===== config.mk =====
export PLATFORM = sky130hd
export DESIGN_NAME = analog_comparator_control
export DESIGN_NICKNAME = d
export VERILOG_FILES = /design/src/shared/cmp_ctrl_pkg.sv /design/src/shared/cmp_regbus_if.sv /design/src/hdl/analog_comparator_control.sv /design/src/hdl/cmp_ahb_slave.sv /design/src/hdl/cmp_edge_sync.sv
export SDC_FILE = /design/constraint.sdc
export NUM_CORES = 1
export LEC_CHECK = 0
export BUFFER_PORTS_ARGS = -buffer_cell sky130_fd_sc_hd__buf_2
export CORE_UTILIZATION = 46
export DETAILED_ROUTE_END_ITERATION = 6
export PLACE_DENSITY_LB_ADDON = 0.05
export SLEW_MARGIN = 20
export SYNTH_ARGS = -nofsm -noshare
export SYNTH_HDL_FRONTEND = slang
export SYNTH_HIERARCHICAL = 1
export SYNTH_SLANG_ARGS = --single-unit

===== constraint.sdc =====
create_clock -name CLK_IN -period 1.9 [get_ports CLK_IN]
set_input_delay 0.095 -clock CLK_IN [delete_from_list [all_inputs] [get_ports CLK_IN]]
set_output_delay 0.095 -clock CLK_IN [all_outputs]
set_load 0.05 [all_outputs]

===== src/shared/cmp_ctrl_pkg.sv =====
// Constants shared by the comparator control block
package cmp_ctrl_pkg;
  // Register byte offsets
  localparam logic [31:0] CSR_OFFSET = 32'h0000_0000;
  localparam logic [31:0] INT_STATUS_OFFSET = 32'h0000_0004;
  localparam logic [31:0] INT_MASK_OFFSET = 32'h0000_0008;
  // Control register field positions
  localparam int BIT_ENABLE = 7;
  localparam int BIT_REF_SEL = 6;
  localparam int BIT_FLAG = 5;
  localparam int BIT_IRQ_EN = 4;
  localparam int BIT_LEVEL = 3;
  localparam int BIT_PIN_EN = 2;
  localparam int BIT_MODE_HI = 1;
  localparam int BIT_MODE_LO = 0;
  localparam int BIT_EVENT = 0;
  // Reset values
  localparam logic [7:0] CSR_RESET = 8'h00;
  localparam logic INT_MASK_RESET = 1'h0;
  // Event mode encodings
  localparam logic [1:0] MODE_FALL_A = 2'h0;
  localparam logic [1:0] MODE_RISE = 2'h1;
  localparam logic [1:0] MODE_FALL_B = 2'h2;
  localparam logic [1:0] MODE_EITHER = 2'h3;
  // Bus constants
  localparam logic [1:0] HTRANS_NONSEQ = 2'h2;
  localparam logic HRESP_OKAY = 1'h0;
  localparam logic [31:0] RDATA_NONE = 32'h0000_0000;
  // Synchroniser depth in clock cycles
  localparam int SYNC_STAGES = 2;
endpackage


===== src/shared/cmp_regbus_if.sv =====
// Register access strobes between bus slave and register file
`timescale 1ns/1ps
interface cmp_regbus_if;
  logic wr_en;
  logic rd_en;
  logic [31:0] addr;
  logic [31:0] wdata;
  logic [31:0] rdata;
  modport slave (output wr_en, output rd_en, output addr, output wdata, input rdata);
  modport regs (input wr_en, input rd_en, input addr, input wdata, output rdata);
endinterface


===== src/hdl/analog_comparator_control.sv =====
// Comparator control: status/control register, events, interrupt, pin
//
// Our own choices: the address map and register access over AHB-Lite.
`timescale 1ns/1ps
// Operation
// RULE_01: Logic keeps running unchanged while the processor is halted in debug.
// RULE_02: Control bit 7 set enables the comparator, cleared disables it.
// RULE_03: Control bit 6 picks the positive pin at zero, the bandgap at one.
// RULE_04: Control bit 5 is the event flag, set on a matching output edge.
// RULE_05: Writing one to the flag clears it, writing zero leaves it.
// RULE_06: Control bit 4 lets the set flag raise the interrupt request.
// RULE_07: Control bit 3 is read-only and shows the live comparator output.
// RULE_08: The output level bit resets to zero and reads zero while disabled.
// RULE_09: Control bit 2 drives the output pin, only while enabled.
// RULE_10: Bits 1:0 pick falling, rising, falling or either edge.
// RULE_11: Output is high when non-inverting input is above inverting input.
// RULE_12: The negative pin always feeds the inverting input.
// RULE_13: An event in stop sets the flag and wakes the processor.
// RULE_14: A reset out of stop returns every register to its reset value.
// RULE_15: When enabled before wait the block runs and may wake the processor.
// RULE_16: The comparator output crosses two flops before any logic uses it.
// RULE_17: A flag set in the same cycle as its clear leaves the flag set.
module analog_comparator_control (
  input wire logic CLK_IN,
  input wire logic RST_B_IN,
  input wire logic HSEL_IN,
  input wire logic [31:0] HADDR_IN,
  input wire logic [1:0] HTRANS_IN,
  input wire logic HWRITE_IN,
  input wire logic [2:0] HSIZE_IN,
  input wire logic [31:0] HWDATA_IN,
  input wire logic HREADY_IN,
  output logic [31:0] HRDATA_OUT,
  output logic HREADYOUT_OUT,
  output logic HRESP_OUT,
  input wire logic COMPARE_RAW_IN,
  output logic MODULE_ENABLE_OUT,
  output logic REFERENCE_SELECT_OUT,
  output logic COMPARE_OUT_PIN_OUT,
  output logic COMPARE_OUT_PIN_OE_OUT,
  output logic IRQ_OUT
);
  typedef struct packed {
    logic enable;
    logic ref_sel;
    logic flag;
    logic irq_en;
    logic pin_en;
    logic [1:0] mode;
    logic int_status;
    logic int_mask;
    logic pin_level;
    logic pin_oe;
  } ctrl_t;

  ctrl_t c_r;
  ctrl_t c_nxt;
  cmp_regbus_if bus ();
  logic level;
  logic rise;
  logic fall;
  logic evt;
  logic csr_wr;
  logic mask_wr;
  logic stat_rd;
  logic flag_clr;
  logic [7:0] csr_view;

  // Edge kinds that count as an event for a mode
  function automatic logic match_event(input logic [1:0] mode, input logic r,
                                       input logic f);
    logic hit;
    hit = 1'b0;
    // Codes 00 and 10 both mean falling, so no code is illegal
    unique case (mode)
      cmp_ctrl_pkg::MODE_FALL_A: hit = f;
      cmp_ctrl_pkg::MODE_RISE: hit = r;
      cmp_ctrl_pkg::MODE_FALL_B: hit = f;
      cmp_ctrl_pkg::MODE_EITHER: hit = r || f;
    endcase
    return hit;
  endfunction

  // Bus front end; transfer size is not checked, words only
  cmp_ahb_slave u_slave (
    .clk_in(CLK_IN),
    .rst_b_in(RST_B_IN),
    .hsel_in(HSEL_IN),
    .haddr_in(HADDR_IN),
    .htrans_in(HTRANS_IN),
    .hwrite_in(HWRITE_IN),
    .hwdata_in(HWDATA_IN),
    .hready_in(HREADY_IN),
    .hrdata_out(HRDATA_OUT),
    .hreadyout_out(HREADYOUT_OUT),
    .hresp_out(HRESP_OUT),
    .bus(bus)
  );

  // RULE_16 two-flop crossing
  cmp_edge_sync u_sync (
    .clk_in(CLK_IN),
    .rst_b_in(RST_B_IN),
    .raw_in(COMPARE_RAW_IN),
    .enable_in(c_r.enable),
    .level_out(level),
    .rise_out(rise),
    .fall_out(fall)
  );

  // Access decode
  assign csr_wr = bus.wr_en && (bus.addr == cmp_ctrl_pkg::CSR_OFFSET);
  assign mask_wr = bus.wr_en && (bus.addr == cmp_ctrl_pkg::INT_MASK_OFFSET);
  assign stat_rd = bus.rd_en && (bus.addr == cmp_ctrl_pkg::INT_STATUS_OFFSET);
  // RULE_05 write one clears
  assign flag_clr = csr_wr && bus.wdata[cmp_ctrl_pkg::BIT_FLAG];

  // RULE_10 mode picks the edge
  // RULE_11 high means positive side above
  assign evt = match_event(c_r.mode, rise, fall);

  // RULE_07 live level in bit 3
  // RULE_08 level gated by enable
  always_comb
  begin
    csr_view = cmp_ctrl_pkg::CSR_RESET;
    csr_view[cmp_ctrl_pkg::BIT_ENABLE] = c_r.enable;
    csr_view[cmp_ctrl_pkg::BIT_REF_SEL] = c_r.ref_sel;
    csr_view[cmp_ctrl_pkg::BIT_FLAG] = c_r.flag;
    csr_view[cmp_ctrl_pkg::BIT_IRQ_EN] = c_r.irq_en;
    csr_view[cmp_ctrl_pkg::BIT_LEVEL] = level;
    csr_view[cmp_ctrl_pkg::BIT_PIN_EN] = c_r.pin_en;
    csr_view[cmp_ctrl_pkg::BIT_MODE_HI:cmp_ctrl_pkg::BIT_MODE_LO] = c_r.mode;
  end

  // Read mux; unmapped words read zero
  always_comb
  begin
    bus.rdata = cmp_ctrl_pkg::RDATA_NONE;
    if (bus.addr == cmp_ctrl_pkg::CSR_OFFSET)
    begin
      bus.rdata[7:0] = csr_view;
    end
    else if (bus.addr == cmp_ctrl_pkg::INT_STATUS_OFFSET)
    begin
      bus.rdata[cmp_ctrl_pkg::BIT_EVENT] = c_r.int_status;
    end
    else if (bus.addr == cmp_ctrl_pkg::INT_MASK_OFFSET)
    begin
      bus.rdata[cmp_ctrl_pkg::BIT_EVENT] = c_r.int_mask;
    end
  end

  // Next state of the control block
  always_comb
  begin
    c_nxt = c_r;
    if (csr_wr)
    begin
      // RULE_02 enable bit
      c_nxt.enable = bus.wdata[cmp_ctrl_pkg::BIT_ENABLE];
      // RULE_03 reference choice
      c_nxt.ref_sel = bus.wdata[cmp_ctrl_pkg::BIT_REF_SEL];
      c_nxt.irq_en = bus.wdata[cmp_ctrl_pkg::BIT_IRQ_EN];
      c_nxt.pin_en = bus.wdata[cmp_ctrl_pkg::BIT_PIN_EN];
      c_nxt.mode = bus.wdata[cmp_ctrl_pkg::BIT_MODE_HI:cmp_ctrl_pkg::BIT_MODE_LO];
    end
    if (mask_wr)
    begin
      c_nxt.int_mask = bus.wdata[cmp_ctrl_pkg::BIT_EVENT];
    end
    // RULE_04 edge sets the flag
    // RULE_17 set beats clear
    c_nxt.flag = evt || (c_r.flag && !flag_clr);
    // Sticky status, cleared by reading it; set still wins
    c_nxt.int_status = evt || (c_r.int_status && !stat_rd);
    // RULE_09 pin only while enabled
    c_nxt.pin_oe = c_r.enable && c_r.pin_en;
    c_nxt.pin_level = c_r.enable && c_r.pin_en && level;
  end

  // RULE_14 reset restores all state
  always_ff @(posedge CLK_IN or negedge RST_B_IN)
  begin
    if (!RST_B_IN)
    begin
      c_r <= '0;
    end
    else
    begin
      c_r <= c_nxt;
    end
  end

  // Analog core controls
  assign MODULE_ENABLE_OUT = c_r.enable;
  // RULE_12 negative pin stays on the inverting side
  assign REFERENCE_SELECT_OUT = c_r.ref_sel;
  assign COMPARE_OUT_PIN_OUT = c_r.pin_level;
  assign COMPARE_OUT_PIN_OE_OUT = c_r.pin_oe;

  // RULE_01 no halt gating at all
  // RULE_13 level request also wakes from stop
  // RULE_15 same path wakes from wait
  // RULE_06 flag with enable raises request
  assign IRQ_OUT = (c_r.flag && c_r.irq_en) || (c_r.int_status && c_r.int_mask);
endmodule


===== src/hdl/cmp_ahb_slave.sv =====
// AHB-Lite slave front end: zero-wait writes, one-wait reads
`timescale 1ns/1ps
module cmp_ahb_slave (
  input wire logic clk_in,
  input wire logic rst_b_in,
  input wire logic hsel_in,
  input wire logic [31:0] haddr_in,
  input wire logic [1:0] htrans_in,
  input wire logic hwrite_in,
  input wire logic [31:0] hwdata_in,
  input wire logic hready_in,
  output logic [31:0] hrdata_out,
  output logic hreadyout_out,
  output logic hresp_out,
  cmp_regbus_if.slave bus
);
  typedef struct packed {
    logic pend_wr;
    logic pend_rd;
    logic [31:0] addr;
    logic [31:0] rdata;
  } slave_t;
  slave_t s_r;
  slave_t s_nxt;
  logic take;

  // Address phase accepted only on a ready bus
  assign take = hsel_in && htrans_in[1] && hready_in;

  // Next state: reads hold one wait so data comes from a flop
  always_comb
  begin
    s_nxt = s_r;
    s_nxt.pend_wr = take && hwrite_in;
    s_nxt.pend_rd = take && !hwrite_in;
    if (take)
    begin
      s_nxt.addr = haddr_in;
    end
    if (s_r.pend_rd)
    begin
      s_nxt.rdata = bus.rdata;
    end
  end

  always_ff @(posedge clk_in or negedge rst_b_in)
  begin
    if (!rst_b_in)
    begin
      s_r <= '0;
    end
    else
    begin
      s_r <= s_nxt;
    end
  end

  // Strobes toward the register file
  assign bus.wr_en = s_r.pend_wr;
  assign bus.rd_en = s_r.pend_rd;
  assign bus.addr = s_r.addr;
  assign bus.wdata = hwdata_in;
  assign hrdata_out = s_r.rdata;
  assign hreadyout_out = !s_r.pend_rd;
  assign hresp_out = cmp_ctrl_pkg::HRESP_OKAY;
endmodule


===== src/hdl/cmp_edge_sync.sv =====
// Comparator output synchroniser and gated edge detector
`timescale 1ns/1ps
module cmp_edge_sync (
  input wire logic clk_in,
  input wire logic rst_b_in,
  input wire logic raw_in,
  input wire logic enable_in,
  output logic level_out,
  output logic rise_out,
  output logic fall_out
);
  typedef struct packed {
    logic [cmp_ctrl_pkg::SYNC_STAGES-1:0] sync;
    logic prev;
  } sync_t;
  sync_t s_r;
  sync_t s_nxt;

  // First stage feeds only the second stage
  always_comb
  begin
    s_nxt = s_r;
    s_nxt.sync = {s_r.sync[0], raw_in};
    s_nxt.prev = level_out;
  end

  always_ff @(posedge clk_in or negedge rst_b_in)
  begin
    if (!rst_b_in)
    begin
      s_r <= '0;
    end
    else
    begin
      s_r <= s_nxt;
    end
  end

  // Disabled reads low; disabling itself makes no edge
  assign level_out = enable_in && s_r.sync[1];
  assign rise_out = enable_in && level_out && !s_r.prev;
  assign fall_out = enable_in && !level_out && s_r.prev;
endmodule


### After elaboration in Yosys (flattened, before gate mapping)

Cells that the tools add are included.

| word-level totals | value |
|---|---|
| bits in registers | 56 |
| word-level logic and storage cells | 58 |

| operators by class | value |
|---|---|
| equality and inequality tests | 5 |
| mux-type cells | 5 |
| reduce and logical (&&, ||, !) cells | 32 |

Operator list:

| cell | count |
|---|---|
| $eq 32x3->1 const B | 1 |
| $eq 32x4->1 const B | 1 |
| $logic_not 32->1 | 1 |
| $logic_and 1x1->1 | 19 |
| $mux 7 | 1 |
| $logic_not 1->1 | 6 |
| $eq 2x2->1 const B | 2 |
| $logic_or 1x1->1 | 4 |
| $mux 1 | 3 |
| $pmux 1 s3 | 1 |
| $eq 2x1->1 const B | 1 |
| $logic_not 2->1 | 1 |
| $reduce_or 2->1 | 1 |

### Longest topological paths before layout

| logic depth | value |
|---|---|
| depth after elaboration | 7 |
| depth in mapped cells | 5 |
| depth with buffers taken out | 5 |

### Cells and area by module

Netlist, hierarchy kept.

Modules (own cells, without submodules):

| module | times used | cells each | area each (µm²) | sequential area each (µm²) |
|---|---|---|---|---|
| cmp_ahb_slave | 1 | 176 | 2822.7 | 1651.6 |
| analog_comparator_control | 1 | 56 | 595.6 | 275.3 |
| cmp_edge_sync | 1 | 6 | 100.1 | 75.1 |

### Worst setup path after synthesis

OpenSTA, ideal clock, no wires.

| timing path | value |
|---|---|
| kind | reg-to-reg |
| start point | register u_slave.s_r (netlist bit u_slave/bus.addr[28]) |
| end point | register c_r (netlist bit MODULE_ENABLE_OUT) |
| library setup time | 0.125 ns |
| arrival time | 1.693 ns |
| setup slack | 0.083 ns |
| cell stages (with the launch flop) | 5 |
| clock period less this slack | 1.817 ns |
| cell sequence | dfrtp_1 -> nor4_1 -> nand4_1 -> nor4_4 -> mux2_2 |

| on the way | value |
|---|---|
| word-level cells in the longest chain between the ends | 2 |

Ends and longest elaborated chain:

| element | line | text |
|---|---|---|
| from (decl) | cmp_ahb_slave.sv:23 | `slave_t s_r;` |
| from (signal assigned) | cmp_ahb_slave.sv:54 | `s_r <= s_nxt;` |
| $logic_not 32->1 | analog_comparator_control.sv:112 | `assign csr_wr = bus.wr_en && (bus.addr == cmp_ctrl_pkg::CSR_OFFSET);` |
| $logic_and 1x1->1 | analog_comparator_control.sv:112 |  |
| to (signal assigned) | analog_comparator_control.sv:191 | `c_r <= c_nxt;` |
| to (decl) | analog_comparator_control.sv:56 | `ctrl_t c_r;` |

No other way between the ends.
A chain may end at the register's enable or synchronous reset.

### Worst setup path after layout

| timing path | value |
|---|---|
| start point | register u_slave.s_r (netlist bit u_slave/bus.addr[5]) |
| end point | register c_r[6] (netlist bit) |

The elaborated chain is that of the path after synthesis.

==> summary.txt <==
Outcome
  – Result of the run: complete, no violations

STA
  – Total negative slack: 0 ns
  – Final Worst Setup Slack: 0.0489 ns
  – Final critical-path share of the clock period: 97.4%
  – Max frequency: roughly 540 MHz
  – Slew at the pin closest to its max-slew limit: 0.565 ns
  – Remaining max-slew budget at the tightest pin: 62.3%
  – Setup-failing EPs final: 0
  – Worst hold margin: 0.258 ns
  – Count of final max-slew check failures: 0
  – Worst clock skew on the final layout: 0.00526 ns
  – RSZ-0062 raised after global routing: true
  – Minimum clock period: 1.85 ns
  – Final hold violation count: 0

Die
  – Die boundary height: 87.1 um
  – Core Area: 6910 um2
  – Die Area: 7580 um2
  – Horizontal die dimension: 87.1 um
  – Initial core utilization: 48.2%
  – Rows: 30
  – Count of pins on the block boundary: 114

Cells and area
  – Final design area excluding fillers: 4590 um2
  – Layout cell share with drive strength beyond 1: 50.9%
  – Total number of nets in the final design: 443
  – Diodes inserted: 0
  – Post-route non-filler standard cell count: 467
  – Fill cells: 575
  – Area growth from synthesis to layout: 37.7%

Setup path
  – Worst Path Arrival: ~2.1 ns
  – Worst Setup Start Kind: flop
  – Crit path buf inv count: 2
  – Cell type group with the largest total delay on the critical path: simple AND/OR/NAND/NOR gates
  – FF-to-FF setup slack: between 0.04 and 0.05 ns
  – Crit-path slowest cell: sky130_fd_sc_hd__dfrtp_1
  – Maximum net fanout on the critical path: 7
  – Launching element of the worst setup path: u_slave/bus.addr[5]
  – Kind of critical path: reg -> reg
  – CP required: 2.13 ns
  – Worst R2R End: c_r[6]
  – RR Startpoint: u_slave/bus.addr[5]
  – Cell depth of the worst flop-to-flop path: 6
  – Worst-path cell chain: nor4_2 > nand4_1 > buf_4 > nor4_4 > buf_6 > mux2_2
  – Critical Path Sink Type: flop
  – Cell depth of the worst setup path: 6
  – Maximum single-stage delay on the critical path: roughly 0.4 ns
  – Capture point of the worst path: c_r[6]

Route
  – DRC violations left: 0
  – Post-DRT Antenna Nets: 0
  – Final wirelength: 6120 um
  – Ratio of routed vias to standard cells: 4.62
  – Via Count: 2,156
  – DR WL/cell: ~13 um
  – Iteration-0 DRC Markers: 38
  – Detailed-router iteration count before antenna repair: 4

CTS
  – Htree depth: 3
  – Clock buffers created by TritonCTS: 9
  – Source-to-sink clock delay at the later pin of the worst-skew pair: 0.34 ns
  – Clock tree from TritonCTS: yes
  – Buffer cell driving the clock tree root: sky130_fd_sc_hd__clkbuf_8
  – Clk sink count: 80
  – Clock Pin Slew Worst Setup and Hold Paths: around 0.07 ns
  – CTS max path bufs: 2

Power
  – Max IR drop VDD: about 0.47 mV
  – Power density of the placed cells: 925 nW/um2
  – Pleak: around 2.3 nW

Placement
  – Routability-driven placement congestion ratio: 0.727
  – Inst Count DP: 408
  – Post-detailed-placement half-perimeter wirelength: 3840 um
  – Post-DP Area: between 3000 and 4000 um2
  – Count of buffers from port buffering: 83
  – Setup slack after placement: -0.0402 ns

Global routing
  – Vias in the first global route: about 2,200
  – Global-route usage over all layers: 17.9%
  – Largest net degree at the start of global routing: 46
  – Number of antenna violations at the first check in global routing: 0
  – Total congestion overflow: 0
  – Global-route wire length before repair: 10,200 um

Synthesis
  – Post-synthesis instance area: ~3300 um2
  – Cell count after synthesis: 213
  – Synthesis Warnings: 6
  – Mean Syn Cell Area: 15.6 um2

Job
  – MaxCap Viol Count: 0

Hold path
  – Hold Path Class: in -> async
[report_power, final]
group	internal (mW)	leakage (nW)	switching, mW	total (mW)
logic	0.456	1.24	0.619	1.08
registers	1.95	0.992	0.170	2.12
clock network	0.496	0.0794	0.553	1.05
[repair_timing]
item | in CTS | in global routing
setup buffers | 1 | 2
hold buffers | 42 | 0
resized for setup | 3 | 10
endpoints found under the hold margin | 78 | 0
endpoints found under the setup margin | 13 | 14
pin swaps | 1 | 4
[layer usage]
layer | global-route usage [%] | wire, um | share of wire, % | vias to the layer above
met5 | 0 | 0 | 0 | -
met4 | 9.84 | 142 | 2.3 | 0
met3 | 3.32 | 289 | 4.7 | 14
met2 | 28.8 | 2920 | 48 | 68
met1 | 22.8 | 2770 | 45 | 1043
li1 | - | - | - | 1031
[layout by cell type, fill, tap and decap left out, types with 2 or more instances in the layout]
| cell type | n |
|---|---|
| sky130_fd_sc_hd__nand4_1 | 2 |
| sky130_fd_sc_hd__buf_2 | 82 |
| sky130_fd_sc_hd__a31oi_1 | 2 |
| sky130_fd_sc_hd__and2_4 | 2 |
| sky130_fd_sc_hd__and2_1 | 6 |
| sky130_fd_sc_hd__dlygate4sd3_1 | 42 |
| sky130_fd_sc_hd__inv_1 | 4 |
| sky130_fd_sc_hd__nor2_1 | 4 |
| sky130_fd_sc_hd__clkbuf_1 | 3 |
| sky130_fd_sc_hd__mux2_2 | 43 |
| sky130_fd_sc_hd__buf_4 | 8 |
| sky130_fd_sc_hd__and3b_1 | 2 |
| sky130_fd_sc_hd__buf_6 | 2 |
| sky130_fd_sc_hd__nor4_2 | 7 |
| sky130_fd_sc_hd__nor4_4 | 2 |
| sky130_fd_sc_hd__mux2_4 | 28 |
| sky130_fd_sc_hd__dfrtp_1 | 80 |
| sky130_fd_sc_hd__nand2_1 | 3 |
| sky130_fd_sc_hd__buf_12 | 2 |
| sky130_fd_sc_hd__clkbuf_8 | 10 |
| sky130_fd_sc_hd__conb_1 | 25 |
[how the worst min path moves through the flow]
stage,slack (ns),cells past startpoint,to
global route,0.30,2,u_slave/hrdata_out[20]
CTS,0.27,2,u_slave/hrdata_out[20]
finish,0.26,2,u_slave/hrdata_out[20]
floorplan,-0.20,0,COMPARE_OUT_PIN_OE_OUT
global placement,0.09,1,u_slave/hrdata_out[22]
detailed placement,0.09,1,u_slave/hrdata_out[22]
[layout make-up]
type,count,area [um2],share of cell area (%)
Clock buffer,13,149,3.25
Sequential cell,80,2000,43.6
Tap cell,96,120,2.62
Inverter,4,15.0,0.327
Clock inverter,1,5.00,0.109
Timing Repair Buffer,136,953,20.8
Multi-Input combinational cell,137,1340,29.3
[metrics by stage]
stage	util [%]	total power, mW
after detailed placement	56.7	3.12
after CTS	65.4	4.25
after global routing	66.4	4.45
after global placement	56.7	3.09
final	66.4	4.24
after floorplan	-	2.85
[sequential cells by signal, indices dropped and copies added (netlist names)]
name	flops
u_sync/s_nxt	1
c_r	7
u_slave/hrdata_out	32
MODULE_ENABLE_OUT	1
u_slave/bus.wr_en	1
u_slave/bus.addr	32
COMPARE_OUT_PIN_OE_OUT	1
u_sync/s_r	2
REFERENCE_SELECT_OUT	1
COMPARE_OUT_PIN_OUT	1
u_slave/bus.rd_en	1
No activity file was read; power rests on OpenSTA's default activity.
